[config.mk]
export PLATFORM = sky130hd
export DESIGN_NAME = ipa_arbiter
export DESIGN_NICKNAME = d
export VERILOG_FILES = /design/src/rtl/ipa_pkg.sv /design/src/rtl/ipa_arbiter.sv
export SDC_FILE = /design/constraint.sdc
export NUM_CORES = 1
export LEC_CHECK = 0
export BUFFER_PORTS_ARGS = -buffer_cell sky130_fd_sc_hd__buf_2
export CORE_ASPECT_RATIO = 1.1
export CORE_MARGIN = 10
export CORE_UTILIZATION = 60
export DETAILED_ROUTE_END_ITERATION = 16
export PLACE_DENSITY = 0.9
export SYNTH_ARGS = -nofsm -noshare
export SYNTH_HDL_FRONTEND = slang
export SYNTH_SLANG_ARGS = --single-unit
[constraint.sdc]
create_clock -name clock -period 29.8 [get_ports clock]
set_input_delay 2.98 -clock clock [delete_from_list [all_inputs] [get_ports clock]]
set_output_delay 2.98 -clock clock [all_outputs]
set_load 0.02 [all_outputs]
[src/rtl/ipa_pkg.sv]
// constants of the interrupt priority arbiter: register map, field positions, reset values
// assumes an avalon-mm slave port with byte addresses and 32-bit data
package ipa_pkg;
    localparam logic [11:0] OFS_MASK = 12'h000;
    localparam logic [11:0] OFS_BINPT = 12'h004;
    localparam logic [11:0] OFS_RUNPRIO = 12'h008;
    localparam logic [11:0] OFS_HIPEND = 12'h00c;
    localparam logic [11:0] OFS_ACTIVE = 12'h010;
    localparam logic [11:0] OFS_PREEMPT = 12'h014;
    localparam logic [3:0] PRIO_REGION = 4'h1;
    localparam logic [7:0] PRIO_FIELD_ONES = 8'hff;
    localparam logic [7:0] RUN_IDLE = 8'hff;
    localparam logic [7:0] MASK_RESET = 8'h00;
    localparam logic [7:0] GROUP_BASE_MASK = 8'hfe;
    localparam int HIPEND_VALID_BIT = 31;
    localparam int HIPEND_ID_LSB = 8;
    localparam int PRIO_W = 8;
    localparam int PRIO_BITS_MIN = 4;
    localparam int PRIO_BITS_MAX = 8;
endpackage : ipa_pkg

[src/rtl/ipa_arbiter.sv]
// interrupt priority arbiter: priorities, mask, binary point, running priority, selection
// assumes pending levels, acknowledge, drop and deactivate pulses synchronous to clock
`timescale 1ns/1ps
module ipa_arbiter #(
    parameter int N_IRQ = 8,
    parameter int PRIO_BITS = 5,
    parameter logic [2:0] MIN_BPR = 3'h0,
    parameter logic [N_IRQ-1:0] FIXED_IRQ_MASK = '0,
    parameter logic [7:0] FIXED_PRIO = 8'h00
) (
    // clock and reset
    input wire logic clock,
    input wire logic rst,
    // avalon-mm slave
    input wire logic [11:0] avs_address,
    input wire logic avs_read,
    input wire logic avs_write,
    input wire logic [31:0] avs_writedata,
    input wire logic [3:0] avs_byteenable,
    output logic [31:0] avs_readdata,
    output logic avs_waitrequest,
    // interrupt sources
    input wire logic [N_IRQ-1:0] irq_pending,
    // processor side
    output logic irq_signal,
    input wire logic cpu_ack,
    output logic [$clog2(N_IRQ)-1:0] ack_id,
    output logic ack_valid,
    output logic ack_spurious,
    input wire logic prio_drop,
    input wire logic [$clog2(N_IRQ)-1:0] drop_id,
    input wire logic deactivate,
    input wire logic [$clog2(N_IRQ)-1:0] deact_id
);
    localparam int ID_W = $clog2(N_IRQ);
    // unbuilt low bits are held zero by this mask everywhere a field is stored
    localparam logic [7:0] IMPL_MASK = 8'(ipa_pkg::PRIO_FIELD_ONES << (8 - PRIO_BITS));

    typedef struct packed {
        logic [N_IRQ-1:0][7:0] prio;
        logic [7:0] pmr;
        logic [2:0] bpr;
        logic [N_IRQ-1:0] active;
        logic [N_IRQ-1:0] dropped;
        logic [N_IRQ-1:0] preempted;
        logic bus_ack;
        logic [31:0] rdata;
        logic [ID_W-1:0] ack_id;
        logic ack_valid;
        logic ack_spurious;
    } ipa_state_t;

    ipa_state_t st_r;
    ipa_state_t st_nxt;

    logic [7:0] grp_mask;
    logic found;
    logic [ID_W-1:0] best_id;
    logic [7:0] best_prio;
    logic any_run;
    logic [7:0] run_prio;
    logic irq_ok;
    logic [ID_W-1:0] widx;
    logic widx_ok;
    logic [7:0] wbyte;
    logic [2:0] bp_in;

    always_comb begin
        // bp 0..6 keeps bits 7..bp+1 as group; bp 7 shifts everything out
        grp_mask = 8'(ipa_pkg::GROUP_BASE_MASK << st_r.bpr);
        found = 1'b0;
        best_id = '0;
        best_prio = ipa_pkg::PRIO_FIELD_ONES;
        any_run = 1'b0;
        run_prio = ipa_pkg::RUN_IDLE;
        for (int i = 0; i < N_IRQ; i++) begin
            // full-value compare orders group then subpriority; strict < keeps lowest id
            if (irq_pending[i] && !st_r.active[i] && (!found || st_r.prio[i] < best_prio)) begin
                found = 1'b1;
                best_id = ID_W'(i);
                best_prio = st_r.prio[i];
            end
            if (st_r.active[i] && !st_r.dropped[i]) begin
                any_run = 1'b1;
                if ((st_r.prio[i] & grp_mask) < run_prio) begin
                    run_prio = st_r.prio[i] & grp_mask;
                end
            end
        end
        irq_ok = found
            && best_prio < st_r.pmr
            && best_prio != IMPL_MASK
            && (!any_run || (best_prio & grp_mask) < run_prio);
    end

    // bus decode shared by read and write
    always_comb begin
        widx = ID_W'(avs_address[7:2]);
        widx_ok = (avs_address[11:8] == ipa_pkg::PRIO_REGION) && (avs_address[1:0] == 2'h0)
            && (32'(avs_address[7:2]) < N_IRQ);
        wbyte = avs_writedata[7:0];
        bp_in = (avs_writedata[2:0] < MIN_BPR) ? MIN_BPR : avs_writedata[2:0];
    end

    always_comb begin
        st_nxt = st_r;
        st_nxt.ack_valid = 1'b0;
        st_nxt.ack_spurious = 1'b0;
        // every request waits exactly one cycle so read data come from a flop
        st_nxt.bus_ack = (avs_read || avs_write) && !st_r.bus_ack;
        if (avs_read && !st_r.bus_ack) begin
            st_nxt.rdata = 32'h0;
            if (widx_ok) begin
                st_nxt.rdata[7:0] = st_r.prio[widx];
            end else begin
                case (avs_address)
                    ipa_pkg::OFS_MASK: st_nxt.rdata[7:0] = st_r.pmr;
                    ipa_pkg::OFS_BINPT: st_nxt.rdata[2:0] = st_r.bpr;
                    ipa_pkg::OFS_RUNPRIO: st_nxt.rdata[7:0] = run_prio;
                    ipa_pkg::OFS_HIPEND: begin
                        st_nxt.rdata[ipa_pkg::HIPEND_VALID_BIT] = found;
                        st_nxt.rdata[ipa_pkg::HIPEND_ID_LSB +: 8] = 8'(best_id);
                        st_nxt.rdata[7:0] = best_prio;
                    end
                    ipa_pkg::OFS_ACTIVE: st_nxt.rdata = 32'(st_r.active);
                    ipa_pkg::OFS_PREEMPT: st_nxt.rdata = 32'(st_r.preempted);
                    default: st_nxt.rdata = 32'h0;
                endcase
            end
        end
        if (avs_write && st_r.bus_ack && avs_byteenable[0]) begin
            if (widx_ok) begin
                // a fixed source keeps its wired value
                if (!FIXED_IRQ_MASK[widx]) begin
                    st_nxt.prio[widx] = wbyte & IMPL_MASK;
                end
            end else begin
                case (avs_address)
                    ipa_pkg::OFS_MASK: st_nxt.pmr = wbyte & IMPL_MASK;
                    ipa_pkg::OFS_BINPT: st_nxt.bpr = bp_in;
                    default: st_nxt.bpr = st_r.bpr;
                endcase
            end
        end
        // fixed priorities are forced here too, so no path can disturb them
        for (int i = 0; i < N_IRQ; i++) begin
            if (FIXED_IRQ_MASK[i]) begin
                st_nxt.prio[i] = FIXED_PRIO & IMPL_MASK;
            end
        end
        if (prio_drop && st_r.active[drop_id]) begin
            st_nxt.dropped[drop_id] = 1'b1;
        end
        // deactivation first, so an acknowledge in the same cycle is not undone
        if (deactivate) begin
            st_nxt.active[deact_id] = 1'b0;
            st_nxt.dropped[deact_id] = 1'b0;
            st_nxt.preempted[deact_id] = 1'b0;
        end
        if (cpu_ack) begin
            st_nxt.ack_valid = 1'b1;
            if (irq_ok) begin
                // the older running ones stay active but are now preempted
                st_nxt.preempted = st_nxt.preempted | (st_r.active & ~st_r.dropped);
                st_nxt.active[best_id] = 1'b1;
                st_nxt.ack_id = best_id;
            end else begin
                st_nxt.ack_spurious = 1'b1;
            end
        end
    end

    always_ff @(posedge clock or posedge rst) begin
        if (rst) begin
            st_r <= '0;
            st_r.pmr <= ipa_pkg::MASK_RESET;
            st_r.bpr <= MIN_BPR;
            // wired priorities are valid from reset on, not only after the first edge
            for (int i = 0; i < N_IRQ; i++) begin
                if (FIXED_IRQ_MASK[i]) begin
                    st_r.prio[i] <= FIXED_PRIO & IMPL_MASK;
                end
            end
        end else begin
            st_r <= st_nxt;
        end
    end

    assign avs_waitrequest = (avs_read || avs_write) && !st_r.bus_ack;
    assign avs_readdata = st_r.rdata;
    assign irq_signal = irq_ok;
    assign ack_id = st_r.ack_id;
    assign ack_valid = st_r.ack_valid;
    assign ack_spurious = st_r.ack_spurious;

    // per-source checks of selection, running value and wired priorities
    for (genvar g = 0; g < N_IRQ; g++) begin : g_src_chk

    end : g_src_chk
endmodule : ipa_arbiter

* Yosys cells after proc, flatten, opt, wreduce, memory -nomap -nowiden
Memories as Yosys holds them, arrays and structs flattened. Index checks and enable logic that the tools add are counted.
Word-level totals: memories 1, input bits 69, bits in registers 134, ROM bits 8, word-level logic and storage cells 227, output and inout bits 39
Cells by class: bitwise operators 20, muxes and demuxes 76, shift operators 1, $lt $le $gt $ge 27, reductions and logical operators 77, eq/ne operators 7
Memory list:
- (no name shown) | depth 8, bits a word 1, read ports 1, clocked after Yosys merged registers in 0, wr ports 0, RTL line ipa_arbiter.sv:134 | if (!FIXED_IRQ_MASK[widx]) begin
Operators by type and width (count):
- 2-to-1 mux 8 bit | 32
- < comparator 8 bit | 16
- AND 8 bit | 13
- bitwise mux 64 bit | 1
- 2-to-1 mux 24 bit | 2
- logical AND 1 bit | 37
- logical NOT 1 bit | 25
- case mux 5 bit (5 select lines) | 1
- binary-select mux 8 bit (select 3 bit) | 1
- demux 8 bit (select 3 bit) | 1
- equality test 12 x 4 -> 1 bit, second input constant | 2
- equality test 12 x 5 -> 1 bit, second input constant | 2
- 2-to-1 mux 1 bit | 24
- 2-to-1 mux 3 bit | 8
- OR 8 bit | 3
- < comparator 3 x 4 -> 1 bit, second input constant | 4
- inverter 8 bit | 2
- case mux 3 bit (5 select lines) | 1
- equality test 12 x 3 -> 1 bit, second input constant | 1
- >= comparator 3 x 1 -> 1 bit, second input constant | 4
- logical NOT 12 bit | 1
- demux 1 bit (select 3 bit) | 3
- logical OR 1 bit | 9
- AND reduction 3 bit | 3
- 11 further kinds | 12

* Logic depth before layout (Yosys ltp)
word-level depth 38, depth in mapped cells 88, gate-level depth less buffers 82

* Worst setup path after synthesis
Ideal clock, no wire load.
kind input port to output port, start point input irq_pending[0], end point output irq_signal, cell stages on the path 79, path buffers 6, data required time 26.820 ns, slack 9.866 ns, arrival 16.954 ns, cells stage by stage nand2b_1 -> buf_4 -> nor2_1 -> ha_1 -> o21ai_0 -> nor3_1 -> nand3_1 -> or3b_2 -> clkbuf_1 -> a21oi_1 -> inv_1 -> ha_1 -> nand4b_1 -> nor4_1 -> nand3_1 -> o2bb2ai_1 -> and2_1 -> clkbuf_1 -> [43 not listed] -> a21oi_1 -> nor2b_1 -> o21a_1 -> o21ai_0 -> nand2_1 -> inv_1 -> or4_4 -> o21a_1 -> and2_1 -> ha_1 -> and4_1 -> a21oi_1 -> a21oi_1 -> a2111oi_0 -> o31ai_1 -> nor4b_1 -> a31oi_1 -> a41oi_4
On the way: cells in the longest elaborated chain, start to end 34, elaborated cells between the ends (all ways) 53, those cells by class 9 x order compare; 1 x eq/ne; 16 x mux; 1 x bitwise; 26 x reduce/logical
Ends and longest elaborated chain:
- from (decl) | RTL line ipa_arbiter.sv:23 | input wire logic [N_IRQ-1:0] irq_pending,
- logical AND 1 bit * | RTL line ipa_arbiter.sv:78 | if (irq_pending[i] && !st_r.active[i] && (!found || st_r.prio[i] < best_prio)) begin
- 2-to-1 mux 8 bit / 2-to-1 mux 1 bit (equally long branches) | RTL line ipa_arbiter.sv:78
- < comparator 8 bit / logical NOT 1 bit (equally long branches) | RTL line ipa_arbiter.sv:78
- logical OR 1 bit | RTL line ipa_arbiter.sv:78
- logical AND 1 bit | RTL line ipa_arbiter.sv:78
- 2-to-1 mux 8 bit / 2-to-1 mux 1 bit (equally long branches) | RTL line ipa_arbiter.sv:78
- < comparator 8 bit / logical NOT 1 bit (equally long branches) | RTL line ipa_arbiter.sv:78
- logical OR 1 bit | RTL line ipa_arbiter.sv:78
- [18 not listed]
- < comparator 8 bit / logical NOT 1 bit (equally long branches) | RTL line ipa_arbiter.sv:78
- logical OR 1 bit | RTL line ipa_arbiter.sv:78
- logical AND 1 bit | RTL line ipa_arbiter.sv:78
- 2-to-1 mux 8 bit | RTL line ipa_arbiter.sv:78
- AND 8 bit / < comparator 8 bit (equally long branches) | RTL line ipa_arbiter.sv:93, ipa_arbiter.sv:91
- < comparator 8 bit / logical AND 1 bit (equally long branches) | RTL line ipa_arbiter.sv:93, ipa_arbiter.sv:91
- logical OR 1 bit / logical AND 1 bit (equally long branches) | RTL line ipa_arbiter.sv:93, ipa_arbiter.sv:92
- logical AND 1 bit * | RTL line ipa_arbiter.sv:93 | && (!any_run || (best_prio & grp_mask) < run_prio);
- to (decl) | RTL line ipa_arbiter.sv:25 | output logic irq_signal,
Mark *: on every way between the ends. The rest lies on a longest branch, timed or not.

* Worst setup path after layout
Ends and elaborated chain as after synthesis.

==> reports/qor.yml <==
die:
  die_h_um: 143
  initial_core_util_pct: 61.8
  core_mm2: 0.0133
  die_x_um: 132
  rows: 44
  ios: 108
  die_area_mm2: 0.0188
min_path:
  min-delay-path-class: "flop to flop"
  min_path_cells: 1
  holdPathEnd: "st_r[37]"
  holdCritStartpoint: "st_r[37]"
layout:
  instances_no_fill: 1157
  fillers: 1055
  fin_area_mm2: 0.00882
  drive_gt1_share_pct: 17.5
  utilization_pct: 66.2
  areaGrowthSynthToFinish_pct: 7.08
  final_nets: 1107
global_route:
  grt_usage_pct: 26.5
  grt-ovfl-total: 0
  grt_pass1_wl_mm: 40.3
  grt_max_degree: 48
  grt_pass1_vias: 7608
  antenna_found_initial: 1
pwr:
  power.internal_w: 0.000412
  p_leak_nw: 4.24
  p_comb_share_pct: 62.0
  peakVddDrop_v: 0.0000601
  switchingPower_w: 0.000376
  p_per_area_mw_per_mm2: 89.3
  netSwitchingFraction_pct: 47.7
  p_total_w: 0.000788
  power_frac_clock_pct: 17.3
  seqPwrFrac_pct: 20.7
timing:
  fin_setup_tns_ns: 0
  finalCritPeriodShare_pct: 78.6
  rsz0062_at_grt: "no"
  relSlewSlack_pct: 32.1
  fmax_mhz: 42.7
  worst_slew_pin_slew_ns: 1.02
  slew_violations: 0
  finalHoldViolCount: 0
  skew_ns: 0.00672
  finalCriticalPeriod_ns: 23.41
  setup_viol: 0
clock_tree:
  clk_pin_slew_ns: 0.07
  cts_root_buf: "clkbuf_16"
  cts_tree: "built"
  postCtsSetupBuffers: 0
  ctsLongestPathBuffers: 2
  insertion_delay_ns: 0.36
  numCtsBuffers: 9
  hold_buffers: 0
  cts_htree_levels: 3
  cts.sinks: 90
  cts_resized: 0
critical_path:
  cp.arrival_ns: 20.43
  slowest_delay_ns: 0.67
  reg2reg_slack_ns: 11.26
  start_kind: "primary input"
  r2r_end: "st_r[55]"
  worstSetupPathType: "primary input to primary output"
  required_ns: 26.82
  r2r_cells: 77
  r2r-start: "st_r[54]"
  crit_path_top_delay_cell: "a221oi_4"
  cp_common_cell: "ha_1"
  critPathMaxFanout: 15
  end_kind: "primary output"
  critPathLaunch: "irq_pending[0]"
placement:
  port-buffer-count: 60
  hpwl_mm: 19.3
  dpl_cell_area_mm2: 0.00846
  place_inst: 1140
  gp_congestion: 1.02
synth:
  syn_avg_cell_area_um2: 8.77
  yosysSeqAreaShare_pct: 27.4
  dominantRegCellSynth: "dfrtp_1"
  synth_cell_types: 85
  synth_edf_count: 0
  ys_async_sr_fraction_pct: 100
  yosys_register_bits: 90
  synth_warnings: 0
  syn_inst: 939
  netlist_area_mm2: 0.00823
detailed_routing:
  wire_per_inst_um: 21.8
  ant_nets: 0
  vias_per_cell: 6.57
  vias: 7607
  drt_first_iter_violations: 869
  firstDrtPassIters: 7
  remaining_drc_errors: 0
  drt-total-wl_mm: 25.3
status:
  status: "completed"
run:
  maxCapViolCount: 0
cell families after synthesis:
group                    Yosys count  synth area share (%)
buffers and inverters            112                  6.87
multiplexers                      82                  12.4
AO/OA/AOI/OAI                    253                  21.3
flip-flops                        90                  27.4
AND/OR/NAND/NOR                  327                  20.8
adder cells (fa/ha/maj)           72                  10.9
XOR/XNOR                           2                 0.304
other                              1                0.0455
layout make-up:
| cell class | instances | area, µm² | share of cell area [%] |
|---|---|---|---|
| inverters | 49 | 185 | 2.10 |
| flip-flops and latches | 90 | 2250 | 25.5 |
| clock inverters | 6 | 113 | 1.28 |
| clock buffers | 10 | 239 | 2.71 |
| multi-input cells | 756 | 5490 | 62.2 |
| diodes | 1 | 2.50 | 0.0284 |
| repair buffers | 61 | 308 | 3.49 |
| well taps | 184 | 230 | 2.61 |
cell usage after synthesis (17+ instances only):
cell	number	area share (%)
nand3_1	26	1.6
nand2b_1	27	2.1
clkbuf_1	23	1.0
nor2b_1	25	1.9
and2_1	41	3.1
buf_4	36	3.3
a31oi_1	19	1.4
o21ai_0	47	2.9
dfrtp_1	90	27
nor2_1	58	2.6
inv_1	49	2.2
nand2_1	85	3.9
mux2_2	53	7.2
a21oi_1	59	3.6
mux2i_1	17	2.1
ha_1	71	11
how the worst max path moves through the flow:
stage	endpoint	slack (ns)	depth (start not counted)
after global placement	irq_signal	7.54	74
after CTS	irq_signal	6.86	77
after global routing	irq_signal	5.35	78
after detailed placement	irq_signal	7.21	77
final	irq_signal	6.39	77
after floorplan	irq_signal	9.87	79
critical path: cells and delay by family:
kind / cells / cell delay, ns
adders and majority gates: 9 / 2.59
and+or+nand+nor: 25 / 5.32
AOI/OAI and AO/OA: 33 / 7.88
buffers and inverters: 9 / 1.22
muxes: 1 / 0.43
layout by cell type (no fill, tap or decap), types with 4 or more instances in the layout:
master	netlist	final
mux2_2	53	53
nor2b_1	25	25
o22a_1	4	4
and4_1	6	6
clkbuf_16	0	9
a41oi_1	5	5
nand2b_1	27	27
o21a_1	12	12
buf_2	2	60
a21o_1	16	16
and2_1	41	41
conb_1	1	20
o211ai_1	6	6
dfrtp_1	90	90
nand3_1	26	26
a211o_1	6	6
nand2_1	85	85
a21oi_1	59	59
nor4_1	6	6
o21ai_1	13	13
nand4_1	6	6
a31oi_1	19	19
o31ai_1	7	7
nor3_1	16	16
and3_1	7	7
mux4_2	10	10
inv_1	49	48
nor2_1	58	58
o41ai_1	4	4
o21ai_0	47	47
mux2i_1	17	17
ha_1	71	71
a211oi_1	8	8
nand3b_1	6	6
routing by layer:
metal | track usage (%) | up-vias | share of wire, %
li1 | - | 3463 | -
met1 | 31.5 | 3565 | 38
met2 | 42.9 | 461 | 46
met3 | 6.88 | 118 | 10
met4 | 15.2 | 0 | 5.7
met5 | 0 | - | 0
registers in the layout (all words and copies together), names as in the netlist:
name,flops
avs_readdata,12
st_r,73
ack_valid,1
ack_id,3
ack_spurious,1
per-stage QoR:
| step | setup slack, ns | hold WS, ns |
|---|---|---|
| floorplan | 9.87 | 0.451 |
| global placement | 7.54 | 0.454 |
| detailed placement | 7.21 | 0.465 |
| CTS | 6.86 | 0.476 |
| global route | 5.35 | 0.499 |
| finish | 6.39 | 0.473 |
power groups by stage:
| stage | clock, W | combinational (W) | sequential, W |
|---|---|---|---|
| after global routing | 0.000140 | 0.000544 | 0.000163 |
| after floorplan | 0 | 0.000375 | 0.000152 |
| after detailed placement | 0 | 0.000470 | 0.000162 |
| after global placement | 0 | 0.000456 | 0.000162 |
| final | 0.000137 | 0.000488 | 0.000163 |
| after CTS | 0.000135 | 0.000478 | 0.000160 |
Note: power is estimated with default switching activity, not from simulation.
